--- config.mk ---
export PLATFORM = sky130hd
export DESIGN_NAME = act_top
export DESIGN_NICKNAME = d
export VERILOG_FILES = /design/src/hw/act_pkg.sv /design/src/hw/act_path_if.sv /design/src/hw/act_phase_delay.sv /design/src/hw/act_trim_gain.sv /design/src/hw/act_top.sv
export SDC_FILE = /design/constraint.sdc
export NUM_CORES = 1
export LEC_CHECK = 0
export BUFFER_PORTS_ARGS = -buffer_cell sky130_fd_sc_hd__buf_2
export CORE_MARGIN = 2
export CORE_UTILIZATION = 35
export CTS_BUF_LIST = sky130_fd_sc_hd__clkbuf_8
export CTS_CLUSTER_DIAMETER = 80
export DETAILED_ROUTE_END_ITERATION = 12
export HOLD_SLACK_MARGIN = 0.08
export PLACE_DENSITY = 0.53
export SLEW_MARGIN = 0
export SYNTH_ARGS = -nofsm -noshare
export SYNTH_HDL_FRONTEND = slang
export SYNTH_SLANG_ARGS = --single-unit
--- constraint.sdc ---
create_clock -name clk -period 8.9 [get_ports clk]
set_input_delay 0.445 -clock clk [delete_from_list [all_inputs] [get_ports clk]]
set_output_delay 0.445 -clock clk [all_outputs]
set_load 0.02 [all_outputs]
--- src/hw/act_pkg.sv ---
// What this block does
// - Trim gain code maps linearly 0.1 dB steps, 0 is -0.8, 8 unity, 15 +0.7
// - Trim gain field sits in bits 7:4 and resets to 8
// - Phase field bits 7:2 delays channel 0..63 modulator cycles, resets to none
// - Scope bits 1:0 pick both, analog only, digital only; 3 reserved
// - Input source bits 7:6: 0 differential, 1 single-ended; host avoids 2 and 3
// - Common-mode tolerance bits 3:2: small, 500 mVpp/1 Vpp, rail-to-rail; 3 reserved
// - Full-scale bit 1: clear 10 Vrms, set 5 Vrms differential; resets clear
// - Bandwidth bit 0: clear 24 kHz, set 96 kHz; host sets only for 40 kOhm
// - Reserved bits read zero; host writes only zero there
// - Phase at 0x54, input at 0x55 reset zero; volume at 0x57 resets 0xa1
// - Volume code 0 mutes, 1 is -80 dB, 0.5 dB steps, 161 is 0 dB
package act_pkg;
  // ----------------------------------------
  // Register map
  // ----------------------------------------
  localparam int          NUM_REGS        = 4;
  localparam logic [7:0]  ADDR_GAIN_TRIM  = 8'h53;
  localparam logic [7:0]  ADDR_PHASE_TRIM = 8'h54;
  localparam logic [7:0]  ADDR_INPUT_CFG  = 8'h55;
  localparam logic [7:0]  ADDR_VOLUME     = 8'h57;
  localparam logic [7:0]  RST_GAIN_TRIM   = 8'h80;
  localparam logic [7:0]  RST_PHASE_TRIM  = 8'h00;
  localparam logic [7:0]  RST_INPUT_CFG   = 8'h00;
  localparam logic [7:0]  RST_VOLUME      = 8'ha1;
  // Writable bits; the rest are reserved and stay zero
  localparam logic [7:0]  WMASK_GAIN_TRIM  = 8'hf0;
  localparam logic [7:0]  WMASK_PHASE_TRIM = 8'hff;
  localparam logic [7:0]  WMASK_INPUT_CFG  = 8'hcf;
  localparam logic [7:0]  WMASK_VOLUME     = 8'hff;
  // ----------------------------------------
  // Field positions
  // ----------------------------------------
  localparam int GAIN_LSB   = 4;
  localparam int DELAY_LSB  = 2;
  localparam int SCOPE_LSB  = 0;
  localparam int INSRC_LSB  = 6;
  localparam int CMTOL_LSB  = 2;
  localparam int FSCALE_BIT = 1;
  localparam int BW_BIT     = 0;
  localparam logic [7:0] VOLUME_MUTE = 8'h00;
  typedef enum logic [1:0] {
    ACT_SCOPE_BOTH = 2'b00,
    ACT_SCOPE_ANA  = 2'b01,
    ACT_SCOPE_DIG  = 2'b10,
    ACT_SCOPE_RSVD = 2'b11
  } act_scope_type;
  // ----------------------------------------
  // Timing and datapath
  // ----------------------------------------
  localparam int CLK_HZ       = 20_000_000;
  localparam int MOD_CLK_HZ   = 2_500_000;
  localparam int MOD_DIV      = CLK_HZ / MOD_CLK_HZ;
  localparam int DELAY_DEPTH  = 64;
  localparam int SAMPLE_W     = 24;
  localparam int COEF_FRAC    = 14;
  // Q2.14 linear factors for -0.8 dB .. +0.7 dB, index is the trim code
  localparam logic [15:0] GAIN_COEF [16] = '{
    16'h3a5e, 16'h3b0b, 16'h3bba, 16'h3c6b, 16'h3d1e, 16'h3dd4, 16'h3e8b, 16'h3f44,
    16'h4000, 16'h40be, 16'h417e, 16'h4240, 16'h4304, 16'h43cb, 16'h4494, 16'h455f
  };
endpackage : act_pkg

--- src/hw/act_path_if.sv ---
`timescale 1ns/1ns
interface act_delay_if;
  logic       tick;
  logic       bit_in;
  logic       enable;
  logic [5:0] delay;
  logic       bit_out;
  modport ctrl (output tick, bit_in, enable, delay, input bit_out);
  modport line (input tick, bit_in, enable, delay, output bit_out);
endinterface : act_delay_if

interface act_gain_if;
  logic        valid_in;
  logic [23:0] sample_in;
  logic [3:0]  code;
  logic        valid_out;
  logic [23:0] sample_out;
  modport ctrl (output valid_in, sample_in, code, input valid_out, sample_out);
  modport path (input valid_in, sample_in, code, output valid_out, sample_out);
endinterface : act_gain_if

--- src/hw/act_phase_delay.sv ---
`timescale 1ns/1ns
module act_phase_delay (
  input  wire logic clk,
  input  wire logic resetn,
  act_delay_if.line dif
);
  logic [act_pkg::DELAY_DEPTH-1:0] line_bits;
  logic [act_pkg::DELAY_DEPTH-1:0] next_line_bits;
  logic                            bit_out;
  logic                            next_bit_out;

  // ----------------------------------------
  // Bit history, one entry per modulator cycle
  // ----------------------------------------
  genvar i;
  generate
    for (i = 0; i < act_pkg::DELAY_DEPTH; i++) begin : g_line
      if (i == 0) begin : g_head
        always_comb begin
          next_line_bits[i] = dif.tick ? dif.bit_in : line_bits[i];
        end
      end else begin : g_tail
        // Split so the head entry never names an index below the vector
        always_comb begin
          next_line_bits[i] = dif.tick ? line_bits[i-1] : line_bits[i];
        end
      end
    end
  endgenerate

  always_comb begin
    next_bit_out = bit_out;
    if (dif.tick) begin
      // Disabled path or zero delay passes the current bit
      if (!dif.enable || dif.delay == 6'h00) begin
        next_bit_out = dif.bit_in;
      end else begin
        next_bit_out = line_bits[dif.delay - 6'h01];
      end
    end
  end

  always_ff @(posedge clk) begin
    if (!resetn) begin
      line_bits <= '0;
      bit_out   <= 1'b0;
    end else begin
      line_bits <= next_line_bits;
      bit_out   <= next_bit_out;
    end
  end

  assign dif.bit_out = bit_out;
endmodule : act_phase_delay

--- src/hw/act_trim_gain.sv ---
`timescale 1ns/1ns
module act_trim_gain (
  input  wire logic clk,
  input  wire logic resetn,
  act_gain_if.path  gif
);
  localparam logic signed [40:0] SAT_HI = 41'sh0_0000_7f_ffff;
  localparam logic signed [40:0] SAT_LO = 41'sh1_ffff_80_0000;

  logic [15:0]        coef;
  logic signed [40:0] product;
  logic signed [40:0] scaled;
  logic [23:0]        sample_out;
  logic [23:0]        next_sample_out;
  logic               valid_out;
  logic               next_valid_out;

  // ----------------------------------------
  // Linear scale with saturation
  // ----------------------------------------
  always_comb begin
    coef            = act_pkg::GAIN_COEF[gif.code];
    product         = $signed(gif.sample_in) * $signed({1'b0, coef});
    scaled          = product >>> act_pkg::COEF_FRAC;
    next_valid_out  = gif.valid_in;
    next_sample_out = sample_out;
    if (gif.valid_in) begin
      // Gain above unity can overflow full scale, so clip instead of wrap
      if (scaled > SAT_HI) begin
        next_sample_out = SAT_HI[23:0];
      end else if (scaled < SAT_LO) begin
        next_sample_out = SAT_LO[23:0];
      end else begin
        next_sample_out = scaled[23:0];
      end
    end
  end

  always_ff @(posedge clk) begin
    if (!resetn) begin
      sample_out <= '0;
      valid_out  <= 1'b0;
    end else begin
      sample_out <= next_sample_out;
      valid_out  <= next_valid_out;
    end
  end

  assign gif.sample_out = sample_out;
  assign gif.valid_out  = valid_out;
endmodule : act_trim_gain

--- src/hw/act_top.sv ---
`timescale 1ns/1ns
module act_top (
  input  wire logic        clk,
  input  wire logic        resetn,
  input  wire logic [7:0]  reg_addr,
  input  wire logic        reg_wr,
  input  wire logic        reg_rd,
  input  wire logic [7:0]  reg_wdata,
  output logic      [7:0]  reg_rdata,
  input  wire logic        ch1_ana_mod,
  input  wire logic        ch1_dig_mod,
  output logic             mod_tick,
  output logic             ch1_ana_delayed,
  output logic             ch1_dig_delayed,
  input  wire logic [23:0] ch1_sample,
  input  wire logic        ch1_sample_valid,
  output logic      [23:0] ch1_trimmed,
  output logic             ch1_trimmed_valid,
  output logic      [1:0]  ch2_input_source,
  output logic      [1:0]  ch2_common_mode_tolerance,
  output logic             ch2_full_scale_select,
  output logic             ch2_bandwidth_select,
  output logic      [7:0]  ch2_volume_level,
  output logic             ch2_mute
);
  localparam logic [7:0] REG_ADDR  [act_pkg::NUM_REGS] = '{act_pkg::ADDR_GAIN_TRIM,
    act_pkg::ADDR_PHASE_TRIM, act_pkg::ADDR_INPUT_CFG, act_pkg::ADDR_VOLUME};
  localparam logic [7:0] REG_RST   [act_pkg::NUM_REGS] = '{act_pkg::RST_GAIN_TRIM,
    act_pkg::RST_PHASE_TRIM, act_pkg::RST_INPUT_CFG, act_pkg::RST_VOLUME};
  localparam logic [7:0] REG_WMASK [act_pkg::NUM_REGS] = '{act_pkg::WMASK_GAIN_TRIM,
    act_pkg::WMASK_PHASE_TRIM, act_pkg::WMASK_INPUT_CFG, act_pkg::WMASK_VOLUME};
  localparam int IDX_GAIN  = 0;
  localparam int IDX_PHASE = 1;
  localparam int IDX_INPUT = 2;
  localparam int IDX_VOL   = 3;

  logic [7:0] regs      [act_pkg::NUM_REGS];
  logic [7:0] next_regs [act_pkg::NUM_REGS];
  logic [7:0] next_rdata;
  logic       next_mute;

  // ----------------------------------------
  // Register file
  // ----------------------------------------
  genvar r;
  generate
    for (r = 0; r < act_pkg::NUM_REGS; r++) begin : g_reg
      always_comb begin
        next_regs[r] = regs[r];
        if (reg_wr && reg_addr == REG_ADDR[r]) begin
          next_regs[r] = reg_wdata & REG_WMASK[r];
        end
      end
      always_ff @(posedge clk) begin
        if (!resetn) begin
          regs[r] <= REG_RST[r];
        end else begin
          regs[r] <= next_regs[r];
        end
      end
    end
  endgenerate

  always_comb begin
    next_rdata = reg_rdata;
    if (reg_rd) begin
      // Unmapped addresses read as zero
      next_rdata = 8'h00;
      for (int k = 0; k < act_pkg::NUM_REGS; k++) begin
        if (reg_addr == REG_ADDR[k]) begin
          next_rdata = regs[k];
        end
      end
    end
    next_mute = (next_regs[IDX_VOL] == act_pkg::VOLUME_MUTE);
  end

  always_ff @(posedge clk) begin
    if (!resetn) begin
      reg_rdata <= 8'h00;
      ch2_mute  <= 1'b0;
    end else begin
      reg_rdata <= next_rdata;
      ch2_mute  <= next_mute;
    end
  end

  // Channel 2 settings go straight from the register flops
  assign ch2_input_source          = regs[IDX_INPUT][act_pkg::INSRC_LSB +: 2];
  assign ch2_common_mode_tolerance = regs[IDX_INPUT][act_pkg::CMTOL_LSB +: 2];
  assign ch2_full_scale_select     = regs[IDX_INPUT][act_pkg::FSCALE_BIT];
  assign ch2_bandwidth_select      = regs[IDX_INPUT][act_pkg::BW_BIT];
  assign ch2_volume_level          = regs[IDX_VOL];

  // ----------------------------------------
  // Modulator clock enable
  // ----------------------------------------
  logic [7:0] div_count;
  logic [7:0] next_div_count;
  logic       next_mod_tick;

  always_comb begin
    next_mod_tick  = 1'b0;
    next_div_count = div_count + 8'h01;
    if (div_count == 8'(act_pkg::MOD_DIV - 1)) begin
      next_div_count = 8'h00;
      next_mod_tick  = 1'b1;
    end
  end

  always_ff @(posedge clk) begin
    if (!resetn) begin
      div_count <= 8'h00;
      mod_tick  <= 1'b0;
    end else begin
      div_count <= next_div_count;
      mod_tick  <= next_mod_tick;
    end
  end

  // ----------------------------------------
  // Pin synchronisers
  // ----------------------------------------
  logic [1:0] mod_meta;
  logic [1:0] mod_sync;

  always_ff @(posedge clk) begin
    if (!resetn) begin
      mod_meta <= 2'b00;
      mod_sync <= 2'b00;
    end else begin
      mod_meta <= {ch1_dig_mod, ch1_ana_mod};
      mod_sync <= mod_meta;
    end
  end

  // ----------------------------------------
  // Settings taken at the sample boundary
  // ----------------------------------------
  // Changing delay or gain mid-sample would blend two settings into one output word
  logic [3:0]                  act_gain;
  logic [3:0]                  next_act_gain;
  logic [5:0]                  act_delay;
  logic [5:0]                  next_act_delay;
  act_pkg::act_scope_type      act_scope;
  act_pkg::act_scope_type      next_act_scope;

  always_comb begin
    next_act_gain  = act_gain;
    next_act_delay = act_delay;
    next_act_scope = act_scope;
    if (ch1_sample_valid) begin
      next_act_gain  = regs[IDX_GAIN][act_pkg::GAIN_LSB +: 4];
      next_act_delay = regs[IDX_PHASE][act_pkg::DELAY_LSB +: 6];
      next_act_scope = act_pkg::act_scope_type'(regs[IDX_PHASE][act_pkg::SCOPE_LSB +: 2]);
    end
  end

  always_ff @(posedge clk) begin
    if (!resetn) begin
      act_gain  <= act_pkg::RST_GAIN_TRIM[act_pkg::GAIN_LSB +: 4];
      act_delay <= 6'h00;
      act_scope <= act_pkg::ACT_SCOPE_BOTH;
    end else begin
      act_gain  <= next_act_gain;
      act_delay <= next_act_delay;
      act_scope <= next_act_scope;
    end
  end

  // ----------------------------------------
  // Channel 1 delay and trim paths
  // ----------------------------------------
  act_delay_if ana_if ();
  act_delay_if dig_if ();
  act_gain_if  gain_if ();

  logic ana_enable;
  logic dig_enable;

  // Reserved scope code delays neither path
  always_comb begin
    case (act_scope)
      act_pkg::ACT_SCOPE_BOTH: begin
        ana_enable = 1'b1;
        dig_enable = 1'b1;
      end
      act_pkg::ACT_SCOPE_ANA: begin
        ana_enable = 1'b1;
        dig_enable = 1'b0;
      end
      act_pkg::ACT_SCOPE_DIG: begin
        ana_enable = 1'b0;
        dig_enable = 1'b1;
      end
      default: begin
        ana_enable = 1'b0;
        dig_enable = 1'b0;
      end
    endcase
  end

  assign ana_if.tick   = mod_tick;
  assign ana_if.bit_in = mod_sync[0];
  assign ana_if.enable = ana_enable;
  assign ana_if.delay  = act_delay;
  assign dig_if.tick   = mod_tick;
  assign dig_if.bit_in = mod_sync[1];
  assign dig_if.enable = dig_enable;
  assign dig_if.delay  = act_delay;

  assign gain_if.valid_in  = ch1_sample_valid;
  assign gain_if.sample_in = ch1_sample;
  assign gain_if.code      = act_gain;

  act_phase_delay u_ana_delay (.clk(clk), .resetn(resetn), .dif(ana_if));
  act_phase_delay u_dig_delay (.clk(clk), .resetn(resetn), .dif(dig_if));
  act_trim_gain   u_trim_gain (.clk(clk), .resetn(resetn), .gif(gain_if));

  assign ch1_ana_delayed   = ana_if.bit_out;
  assign ch1_dig_delayed   = dig_if.bit_out;
  assign ch1_trimmed       = gain_if.sample_out;
  assign ch1_trimmed_valid = gain_if.valid_out;
endmodule : act_top

==> Word level (Yosys, flattened, before mapping) <==
Memories as Yosys holds them, arrays and structs flattened.
Cells that the tools add are included.
{ "classes": {"n_addsub": 2, "mul": 1, "magnitude_cmp": 4, "n_eq_ne": 7, "muxes": 27, "n_bitwise": 6, "reduce_logical": 14} }
{ "ops": {"columns": ["cell", "count"], "rows": [
  ["8-bit 2-to-1 mux", 12],
  ["24-bit 2-to-1 mux", 2],
  ["24-bit by 17-bit multiplier with 41-bit output", 1],
  ["8-bit by 7-bit equality test with 1-bit output (second input constant)", 4],
  ["16-bit 2-to-1 mux", 2],
  ["27-bit by 24-bit > comparator with 1-bit output (second input constant)", 1],
  ["27-bit by 24-bit < comparator with 1-bit output (second input constant)", 1],
  ["1-bit binary-select mux with 6-bit select", 2],
  ["1-bit 2-to-1 mux", 9],
  ["8-bit by 1-bit adder with 8-bit output (second input constant)", 1],
  ["8-bit by 3-bit equality test with 1-bit output (second input constant)", 1],
  ["8-bit logical NOT", 1],
  ["6-bit by 7-bit < comparator with 1-bit output (second input constant)", 1],
  ["6-bit logical NOT", 1],
  ["2-bit OR reduction", 3],
  ["6-bit by 1-bit subtractor with 6-bit output (second input constant)", 1],
  ["5-bit >= comparator (second input constant)", 1],
  ["4-bit NOT with 5-bit output", 1],
  ["1-bit logical AND", 4],
  ["1-bit OR", 4],
  ["2-bit by 1-bit equality test with 1-bit output (second input constant)", 1],
  ["2-bit equality test (second input constant)", 1],
  ["1-bit logical NOT", 2],
  ["2-bit logical NOT", 1],
  ["other kinds (2)", 3]
]} }
{ "word_totals": {"regBits": 189, "ramBits": 32, "romBits": 256, "in_bits": 47, "wordCells": 78, "mem_count": 2} }
{ "memory_table": {"columns": ["memory", "depth", "width", "read_ports", "rd_ports_with_merged_regs", "write_ports", "line", "source"], "rows": [
  ["(name not given)", 16, 16, 1, 0, 0, "act_trim_gain.sv:22", "coef = act_pkg::GAIN_COEF[gif.code];"],
  ["regs", 4, 8, 4, 0, 4, "act_top.sv:37", "logic [7:0] regs [act_pkg::NUM_REGS];"]
]} }

==> Logic depth before layout (Yosys ltp) <==
Gate-level depths: netlist of run 1.
{ "logic_depth": {"word_depth": 8, "depth_mapped": 32, "ltp_nobuf": 28} }

==> Cells and area by module <==
A second synthesis of run 1 with hierarchy kept.
{ "hier_totals": {"hier_cells": 2362, "area_unflattened_um2": 22990.8} }
{ "by_module_without_submodules": {"columns": ["module", "instances", "cells_per_inst", "area_per_inst_um2", "seq_area_each_um2"], "rows": [
  ["act_trim_gain", 1, 1552, 14096.0, 500.5],
  ["act_phase_delay", 2, 273, 3175.5, 1301.2],
  ["act_top", 1, 264, 2543.7, 1201.2]
]} }

==> Least setup slack after synthesis of run 1 <==
Ideal clock, no wire load.
{ "synth_path": {"path_kind": "register to register", "start": "reg act_gain[0] (read register of regs)", "end": "reg u_trim_gain.sample_out[3], in the netlist u_trim_gain.gif.sample_out[3]", "setup_time_ns": 0.067, "arrival_time_ns": 7.500, "path_slack_ns": 1.333, "path_stages_with_launch": 29, "n_path_buf": 2, "period_less_slack_ns": 7.567, "cell_sequence": "dfxtp_1 > inv_1 > ha_1 > mux2_2 > a21oi_1 > clkbuf_1 > nand2_1 > inv_1 > fa_1 > inv_1 > fa_1 > inv_1 > fa_1 > fa_1 > fa_1 > inv_1 > fa_1 > inv_1 > ha_1 > a21oi_1 > o21bai_1 > a21oi_1 > o21ai_1 > mux2i_1 > nand3b_4 > o41ai_4 > buf_6 > nand2_1 > a21oi_2"} }
{ "synth_via": {"elab_chain_len": 8, "word_cells_on_any_way": 9, "classes_between": "mul: 1; order compare: 2; mux: 4; bitwise: 1; memory: 1"} }
{ "synth_rtl": {"columns": ["item", "line", "source"], "rows": [
  ["from (decl)", "act_top.sv:141", "logic [3:0] act_gain;"],
  ["4-bit NOT with 5-bit output (implied by the code) (*)", "act_trim_gain.sv:22", null],
  ["memory read 16 x 16 bit (*)", null, null],
  ["16-bit 2-to-1 mux (implied by the code) (*) (2 in series)", "act_trim_gain.sv:22", null],
  ["24-bit by 17-bit multiplier with 41-bit output (*)", "act_trim_gain.sv:23", "product = $signed(gif.sample_in) * $signed({1'b0, coef});"],
  ["27-bit by 24-bit < comparator with 1-bit output", "act_trim_gain.sv:31", "end else if (scaled < SAT_LO) begin"],
  ["24-bit 2-to-1 mux", "act_trim_gain.sv:31", null],
  ["24-bit 2-to-1 mux (*)", "act_trim_gain.sv:29", "if (scaled > SAT_HI) begin"],
  ["to (signal assigned)", "act_trim_gain.sv:44", "sample_out <= next_sample_out;"],
  ["to (decl)", "act_trim_gain.sv:13", "logic [23:0] sample_out;"]
]} }
Every way passes the cells marked *; elsewhere a longest branch is shown, timed or not. The select of a mux whose other input is x is not followed.
A chain may end at the register's enable or synchronous reset.

==> Worst setup path after layout of run 1 <==
{ "layout_path": {"start": "reg act_gain[0] (read register of regs)", "end": "reg u_trim_gain.sample_out[0], in the netlist u_trim_gain.gif.sample_out[0]"} }
Same word-level chain as after synthesis.

==> results.yml, run 1 <==
sta:
  relSlewSlack_pct: 22.90
  setup_tns_ns: 0
  tightest_slew_ns: 1.156
  drv_slew: 0
  hold_ws_ns: 0.1171
  rsz0062_at_grt: "no"
  period_needed_ns: 8.245
  fin_skew_ns: 0.02529
  setup_ws_ns: 0.6549
  setup_viol: 0
  fmax_mhz: 121.3
  finalHoldViolations: 0
  fin_crit_sh_pct: 92.64
pwr:
  power.internal_mw: 1.671
  powerDensity_mw_per_mm2: 93.55
  peakVddDrop_v: 0.00009122
  power_mw: 2.278
  p_seq_share_pct: 43.3
  p_sw_mw: 0.6070
  pwr-share-comb_pct: 12.0
  p_clk_share_pct: 44.7
  switching_share_pct: 26.65
  p_leak_nw: 11.28
finish:
  num_antenna_cells: 0
  post-route-util_pct: 38.67
  drive_gt1_share_pct: 11.36
  nNetsFinal: 2895
  stdcell_area_mm2: 0.02435
  synthToLayoutAreaGrowth_pct: 9.511
  finalNonFillerCells: 3275
route:
  viasPerCell: 4.865
  routed_wl_mm: 54.40
  route.detailed.drc: 0
  drt-initial-drc-count: 713
  via_count: 15930
  ant_nets: 0
  wl_per_cell_um: 16.61
  drtPass1Iterations: 5
die:
  core_mm2: 0.06297
  num_rows: 92
  start_util_pct: 35.31
  io_pins: 98
  die_w_um: 256.0
  die_h_um: 256.0
  dieArea_mm2: 0.06555
clock_network:
  clk_pin_slew_ns: 0.06
  cts_tree: "yes"
  cts_hold_buf: 0
  clkSinkCount: 215
  cts_buffers: 38
  clkLatencyLatePin_ns: 0.54
  clockBufferDepth: 3
  cts_setup_buffers: 0
  htreeDepth: 2
  root_buffer: "clkbuf_8"
  cts_resized: 0
setup_path:
  startpoint: "act_gain[0]"
  cp.arrival_ns: 8.62
  path_max_fanout: 23
  critPathLaunchType: "register"
  crit_path_end_kind: "register"
  crit_type: "reg -> reg"
  cp_data_required_time_ns: 9.27
  r2r-start: "act_gain[0]"
global_routing:
  grt_usage_pct: 17.08
  grt_pass1_vias: 17130
  grt_max_degree: 112
  antenna_found_initial: 1
  grt_overflow: 0
  grt_pass1_wl_mm: 90.79
yosys:
  synth_commonest_cells: "inv_1, fa_1, dfxtp_1"
  synth_area_mm2: 0.02223
  yosys.area.top_type: "fa_1"
  ys_ff_latch: 215
  synth_flop_cell: "dfxtp_1"
  synth.most_common_cell: "inv_1"
  ys_warn_count: 0
  synth_top_area_share_pct: 31.16
  synth-edff-count: 0
  ys_seq_area_share_pct: 19.36
  synth_area_leaders: "fa_1, dfxtp_1, mux2i_1, inv_1, ha_1"
  synth_cell_types: 61
  ys_async_sr_fraction_pct: 0
  avgSynthCellArea_um2: 9.412
  synthCells: 2362
run:
  cap_violations: 0
min_path:
  hold_class: "in -> reg"
  hold_start: "ch1_dig_mod"
placed_design:
  gp_congestion: 0.8359
  dpl_cell_area_mm2: 0.02347
  dp_slack_ns: 0.7067
  hpwl_mm: 42.76
  port_buffers: 97
  placedCellCount: 3205
run_status:
  status: "finished clean"
## power by group through the flow
stage	clock network (mW)	logic [mW]	registers, mW
global placement	0	0.270	1.01
floorplan	0	0.172	1.02
CTS	1.05	0.273	0.986
global route	1.10	0.302	0.987
finish	1.02	0.272	0.987
detailed placement	0	0.271	1.01
## cell families (layout without fill, tap and decap cells)
family,after synthesis,after routing,share of synthesized area (%)
buffers and inverters,513,579,8.904
AO/OA/AOI/OAI,235,235,6.872
multiplexers,209,209,11.29
flip-flops,215,215,19.36
AND/OR/NAND/NOR,701,701,15.07
other,1,2,0.01687
adder cells (fa/ha/maj),449,449,36.95
XOR/XNOR,39,39,1.536
## metal layers
layer,part of all wire (%),track usage [%]
met1,45,22.29
met3,5.4,3.565
met4,1.9,3.687
met2,48,29.15
met5,0,0
## critical path: stages (launching register included)
cell and delay (ns):
dfxtp_1 0.50, inv_1 0.16, ha_1 0.41, mux2_2 0.29, a21oi_1 0.21, buf_4 0.32
and2_1 0.26, fa_1 0.44, inv_1 0.09, fa_1 0.42, fa_1 0.51, inv_1 0.07
fa_1 0.49, fa_1 0.49, inv_1 0.05, fa_1 0.48, inv_1 0.04, ha_1 0.34
a21o_1 0.24, a21o_1 0.20, o21ai_1 0.20, nand4_1 0.26, o21ai_1 0.27, nor3b_1 0.45
o2111ai_1 0.18, nand2_2 0.55, a21oi_1 0.14
## area by class of cell
cell class / count / area [um^2]
fill: 6358 / 38620
timing repair buffer: 119 / 650.6
clock inverter: 15 / 123.9
multi-input combinational: 1635 / 15980
clock buffer: 55 / 757.0
tap: 846 / 1059
sequential: 215 / 4310
inverter: 390 / 1466
## worst paths after layout
check / end / slack (ns) / depth (start not counted)
worst min register to register: mod_sync[0] / 0.44 / 1
worst max register to register: u_trim_gain.gif.sample_out[0] / 0.65 / 26
worst max-delay path: u_trim_gain.gif.sample_out[0] / 0.65 / 26
worst min-delay path: mod_meta[1] / 0.12 / 2
## flip-flops by register name (all words and copies together) (netlist names), 2 cells and up
register                    count
div_count                       8
mod_meta                        2
u_ana_delay.line_bits          64
act_delay                       6
reg_rdata                       8
act_scope                       2
u_trim_gain.gif.sample_out     24
u_dig_delay.line_bits          64
mod_sync                        2
act_gain                        4
regs                           26
## placed cells by master, fill, tap and decap left out, types with 4 or more instances in the layout
cell and count:
mux2i_1 163, a21o_1 12, buf_4 22, nand4_1 11, inv_1 396, ha_1 103
nand2b_1 11, or3_1 4, xnor2_1 20, mux4_2 32, nand3_1 34, o211ai_1 14
and2_1 167, o21ai_0 48, a21oi_2 27, xor2_1 17, a22oi_1 5, nor3_1 12
nor2_1 208, a211oi_1 8, fa_1 346, o21bai_1 10, mux2_2 14, and3_1 12
nand2_1 203, a21oi_1 69, nor2b_1 19, buf_2 97, a41oi_1 5, clkinv_2 4
clkbuf_8 55, o21ai_1 12, nor4_1 5, dfxtp_1 212
Power figures use the tool's default switching activity.
==> run 2, diff against run 1 <==
--- a/config.mk
+++ b/config.mk
@@ -12,7 +12,8 @@
 export CTS_CLUSTER_DIAMETER = 80
 export DETAILED_ROUTE_END_ITERATION = 12
 export HOLD_SLACK_MARGIN = 0.08
-export PLACE_DENSITY = 0.53
+export PLACE_DENSITY = 0.55
+export REMOVE_ABC_BUFFERS = 1
 export SLEW_MARGIN = 0
 export SYNTH_ARGS = -nofsm -noshare
 export SYNTH_HDL_FRONTEND = slang
==> constraint.sdc (replaced) <==
create_clock -name clk -period 6.9 [get_ports clk]
set_input_delay 0.345 -clock clk [delete_from_list [all_inputs] [get_ports clk]]
set_output_delay 0.345 -clock clk [all_outputs]
set_load 0.02 [all_outputs]
==> results.yml, run 2 (same netlist as run 1, synthesis figures left out) <==
run_status:
  violations: "negative setup slack"
  status: "finished with violations"
pwr:
  p_leak_nw: 12.42
  p_sw_mw: 0.7891
  peakVddDrop_v: 0.0001057
  p_seq_share_pct: 44.9
  switching_share_pct: 27.52
  p_clk_share_pct: 39.0
  pwr-share-comb_pct: 16.1
  power.internal_mw: 2.078
  powerDensity_mw_per_mm2: 106.6
placed_design:
  port_buffers: 97
  gp_congestion: 0.8550
  hpwl_mm: 45.12
finish:
  final.fill_count: 6153
  reg.largest.list: "u_ana_delay.line_bits (64), u_dig_delay.line_bits (64), regs (26)"
  regArea_mm2: 0.004317
  multi_input_area_mm2: 0.01673
  synthToLayoutAreaGrowth_pct: 20.98
  final_common_cell: "inv_1"
  drive_gt1_share_pct: 23.41
  num_antenna_cells: 0
  final_cell_mix: "inv_1, fa_1, dfxtp_1"
  nNetsFinal: 3115
die:
  num_rows: 92
  die_w_um: 256.0
  dieArea_mm2: 0.06555
  die_h_um: 256.0
  io_pins: 98
  start_util_pct: 35.31
  core_mm2: 0.06297
clock_network:
  root_buffer: "clkbuf_8"
  cts_buffers: 38
  clkLatencyLatePin_ns: 0.51
  clk_pin_slew_ns: 0.07
  cts_tree: "yes"
  htreeDepth: 2
  clockBufferDepth: 3
  clkSinkCount: 215
setup_path:
  critPathLaunchType: "register"
  crit_path_end_kind: "register"
  cp_data_required_time_ns: 7.30
  ff2ff_setup_slack_ns: -0.22
  rr_endpoint: "u_trim_gain.gif.sample_out[1]"
  path_max_fanout: 8
  slowest_stage: "fa_1"
  reg2reg_depth: 31
  critPathMaxStageDelay_ns: 0.55
  crit_type: "reg -> reg"
  cpMostUsedCell: "fa_1"
  cp.arrival_ns: 7.52
  r2r-start: "act_gain[0]"
route:
  routed_wl_mm: 58.23
  wl_per_cell_um: 16.70
  drtPass1Iterations: 5
  viasPerCell: 4.838
  ant_nets: 0
  drt-initial-drc-count: 926
  route.detailed.drc: 0
  via_count: 16870
run:
  cap_violations: 0
min_path:
  hold_start: "reg_wdata[5]"
  hold_end: "regs[1][5]"
  hold_depth: 3
  hold_class: "in -> reg"
sta:
  setup_viol: 23
  fin_crit_sh_pct: 103.2
  fin_skew_ns: 0.02618
  setup_tns_ns: -4.556
  period_needed_ns: 7.121
  hold_ws_ns: 0.1296
  rsz0062_at_grt: "yes"
  tightest_slew_ns: 1.147
  setup_ws_ns: -0.2209
  fmax_mhz: 140.4
  finalHoldViolations: 0
  drv_slew: 0
  relSlewSlack_pct: 23.55
global_routing:
  grt_max_degree: 117
  antenna_found_initial: 0
  grt_usage_pct: 18.05
  grt_pass1_wl_mm: 96.24
  grt_pass1_vias: 18260
  grt_overflow: 0
## run 2: cell types whose count changed in the layout (fill, tap and decap cells not counted), sizes merged
cell         previous run  this run
buf                   119       334
bufbuf                  0         2
bufinv                  2         0
clkbuf                 55        49
clkinvlp                0         1
dlygate4sd3             0         2
inv                   399       398
## run 2: worst max path at each step
stage                            from                             to  slack, ns
after floorplan           act_gain[3]  u_trim_gain.gif.sample_out[1]      -1.50
after global placement    act_gain[0]  u_trim_gain.gif.sample_out[2]      -0.32
after detailed placement  act_gain[0]  u_trim_gain.gif.sample_out[1]      -0.49
after CTS                 act_gain[1]  u_trim_gain.gif.sample_out[3]      -0.19
after global routing      act_gain[0]  u_trim_gain.gif.sample_out[1]      -0.44
final                     act_gain[0]  u_trim_gain.gif.sample_out[1]      -0.22
## run 2: per-layer routing
layer  vias up  part of all wire (%)  GRT usage (%)
li1       7961                     -              -
met1      8554                    46          24.59
met2       285                    49          31.01
met3        67                   3.2          1.802
met4         0                   2.0          4.029
met5         -                     0              0
## run 2: repair_timing
action                                  CTS  global route
setup buffers                            33             9
gates resized for setup                 126            66
cloned                                    4             2
endpoints found under the setup margin   24            24
hold buffers                              2             0
endpoints found under the hold margin     2             0
pin swaps                                49            55
## run 2: final cells by class
cell class / count / area share, %
clock buffer: 48 / 2.456
clock inverter: 13 / 0.2279
inverter: 390 / 5.452
multi-input combinational: 1635 / 62.19
sequential: 215 / 16.05
tap: 846 / 3.936
timing repair buffer: 339 / 9.690
## run 2: power groups by stage
stage          Combinational [mW]  Sequential [mW]  Clock [mW]
6_report                    0.462             1.29        1.12
5_1_grt                     0.506             1.29        1.22
4_1_cts                     0.450             1.29        1.16
3_5_place_dp                0.387             1.31           0
3_3_place_gp                0.381             1.31           0
2_1_floorplan               0.186             1.31           0
## run 2: through the flow
step / total power [mW] / setup slack [ns] / instance area [um^2] / instances / util [%]
floorplan: 1.501 / -1.498 / 21720 / 2240 / -
global placement: 1.693 / -0.3177 / 24880 / 3378 / 39.51
detailed placement: 1.699 / -0.4853 / 24880 / 3378 / 39.51
CTS: 2.895 / -0.1853 / 26550 / 3477 / 42.17
global route: 3.007 / -0.4356 / 26900 / 3486 / 42.72
finish: 2.867 / -0.2209 / 26900 / 3486 / 42.72
## run 2: critical path, delay by kind of cell (launching register included)
kind	cells	cell delay, ns
AO/OA/AOI/OAI	9	1.19
adder cells (fa/ha/maj)	8	3.56
buffers and inverters	10	1.16
flip-flops	1	0.33
AND/OR/NAND/NOR	4	0.74
==> run 3, diff against run 2 <==
--- a/config.mk
+++ b/config.mk
@@ -12,8 +12,10 @@
 export CTS_CLUSTER_DIAMETER = 80
 export DETAILED_ROUTE_END_ITERATION = 12
 export HOLD_SLACK_MARGIN = 0.08
+export MAX_ROUTING_LAYER = met4
 export PLACE_DENSITY = 0.55
 export REMOVE_ABC_BUFFERS = 1
+export SKIP_CTS_REPAIR_TIMING = 1
 export SLEW_MARGIN = 0
 export SYNTH_ARGS = -nofsm -noshare
 export SYNTH_HDL_FRONTEND = slang
==> results.yml, run 3 (same netlist as run 1, synthesis figures left out) <==
finish:
  reg.largest.list: "u_ana_delay.line_bits (64), u_dig_delay.line_bits (64), regs (26)"
  finalNonFillerCells: 3477
  final_cell_mix: "inv_1, fa_1, dfxtp_1"
  final_common_cell: "inv_1"
  synthToLayoutAreaGrowth_pct: 20.27
  nNetsFinal: 3103
  stdcell_area_mm2: 0.02674
  drive_gt1_share_pct: 23.38
sta:
  period_needed_ns: 7.001
  finalHoldViolations: 0
  fin_crit_sh_pct: 101.5
  setup_viol: 23
  tightest_slew_ns: 1.188
  drv_slew: 0
  fmax_mhz: 142.8
  relSlewSlack_pct: 20.79
  fin_skew_ns: 0.01176
  rsz0062_at_grt: "yes"
  setup_ws_ns: -0.1012
setup_path:
  cp_data_required_time_ns: 7.36
  critPathMaxStageDelay_ns: 0.57
  cp.arrival_ns: 7.46
  slowest_stage: "fa_2"
  crit_path_end_kind: "register"
  critPathLaunchType: "register"
  path_max_fanout: 7
  crit_type: "reg -> reg"
clock_network:
  clockBufferDepth: 3
  clk_pin_slew_ns: 0.06
  clkLatencyLatePin_ns: 0.52
  cts_tree: "yes"
  cts_buffers: 38
  htreeDepth: 2
  clkSinkCount: 215
  root_buffer: "clkbuf_8"
run:
  cap_violations: 0
min_path:
  hold_class: "in -> reg"
pwr:
  p_sw_mw: 0.7950
  peakVddDrop_v: 0.00008974
  pwr-share-comb_pct: 15.4
  power.internal_mw: 2.051
  p_leak_nw: 12.34
  powerDensity_mw_per_mm2: 106.5
  switching_share_pct: 27.93
  p_seq_share_pct: 45.1
  p_clk_share_pct: 39.5
route:
  route.detailed.drc: 0
  drt-initial-drc-count: 692
  wl_per_cell_um: 16.52
  drtPass1Iterations: 6
  viasPerCell: 4.816
  via_count: 16750
  routed_wl_mm: 57.43
  ant_nets: 0
placed_design:
  placedCellCount: 3379
  gp_congestion: 0.8624
  dpl_cell_area_mm2: 0.02485
  port_buffers: 97
  hpwl_mm: 45.16
global_routing:
  grt_pass1_wl_mm: 93.43
  grt_max_degree: 125
  grt_usage_pct: 17.94
  antenna_found_initial: 0
  grt_overflow: 0
  grt_pass1_vias: 18040
die:
  core_mm2: 0.06297
  die_w_um: 256.0
  num_rows: 92
  io_pins: 98
  die_h_um: 256.0
  start_util_pct: 35.31
  dieArea_mm2: 0.06555
run_status:
  status: "finished with violations"
  violations: "negative setup slack"
==> run 3: cell types whose count changed in the layout (fill, tap and decap cells not counted), sizes merged <==
cell and delta:
clkinv +2, inv +1, diode +1, clkbuf +1, buf -12, bufbuf -2
==> run 3: layout make-up <==
type | instances | area (um^2)
Fill cell | 6144 | 36230
Antenna cell | 1 | 2.502
Clock inverter | 16 | 78.83
Multi-Input combinational cell | 1635 | 16710
Sequential cell | 215 | 4319
Clock buffer | 47 | 646.9
Tap cell | 846 | 1059
Timing Repair Buffer | 327 | 2452
Inverter | 390 | 1466
==> run 3: path summary, 6_finish.rpt <==
check,start,to,slack [ns],cells after the start
max,act_gain[2],u_trim_gain.gif.sample_out[13],-0.10,29
max reg2reg,act_gain[2],u_trim_gain.gif.sample_out[13],-0.10,29
min,reg_wdata[5],regs[0][5],0.12,3
min reg2reg,mod_meta[1],mod_sync[1],0.43,1
==> run 3: power by group through the flow <==
stage / Sequential [mW] / Clock, mW / Combinational (mW)
2_1_floorplan: 1.31 / 0 / 0.186
3_3_place_gp: 1.31 / 0 / 0.379
3_5_place_dp: 1.31 / 0 / 0.386
4_1_cts: 1.28 / 1.17 / 0.387
5_1_grt: 1.28 / 1.22 / 0.482
6_report: 1.28 / 1.13 / 0.438
==> run 3: critical path, delay by kind of cell (launching register included) <==
| kind | cells | cell delay (ns) |
|---|---|---|
| AND/OR/NAND/NOR | 5 | 0.63 |
| AO/OA/AOI/OAI | 9 | 1.64 |
| buffers and inverters | 8 | 1.01 |
| flip-flops | 1 | 0.37 |
| adder cells (fa/ha/maj) | 7 | 3.26 |
==> run 3: metrics by stage <==
stage / setup slack, ns / total power, mW / setup TNS (ns) / hold slack [ns] / util (%)
2_1_floorplan: -1.498 / 1.501 / -33.84 / 0.4069 / -
3_3_place_gp: -0.2701 / 1.691 / -6.055 / 0.4158 / 39.46
3_5_place_dp: -0.3949 / 1.697 / -8.749 / 0.4187 / 39.46
4_1_cts: -0.4204 / 2.838 / -9.480 / -0.004436 / 40.61
5_1_grt: -0.3899 / 2.991 / -8.629 / 0.1025 / 42.46
6_report: -0.1012 / 2.846 / -1.959 / 0.1174 / 42.46
==> run 3: layer usage <==
layer | wire length [um] | global-route usage (%)
met5 | 0 | -
met4 | 1654 | 5.344
met3 | 1703 | 1.812
met2 | 27310 | 29.26
met1 | 26770 | 23.67
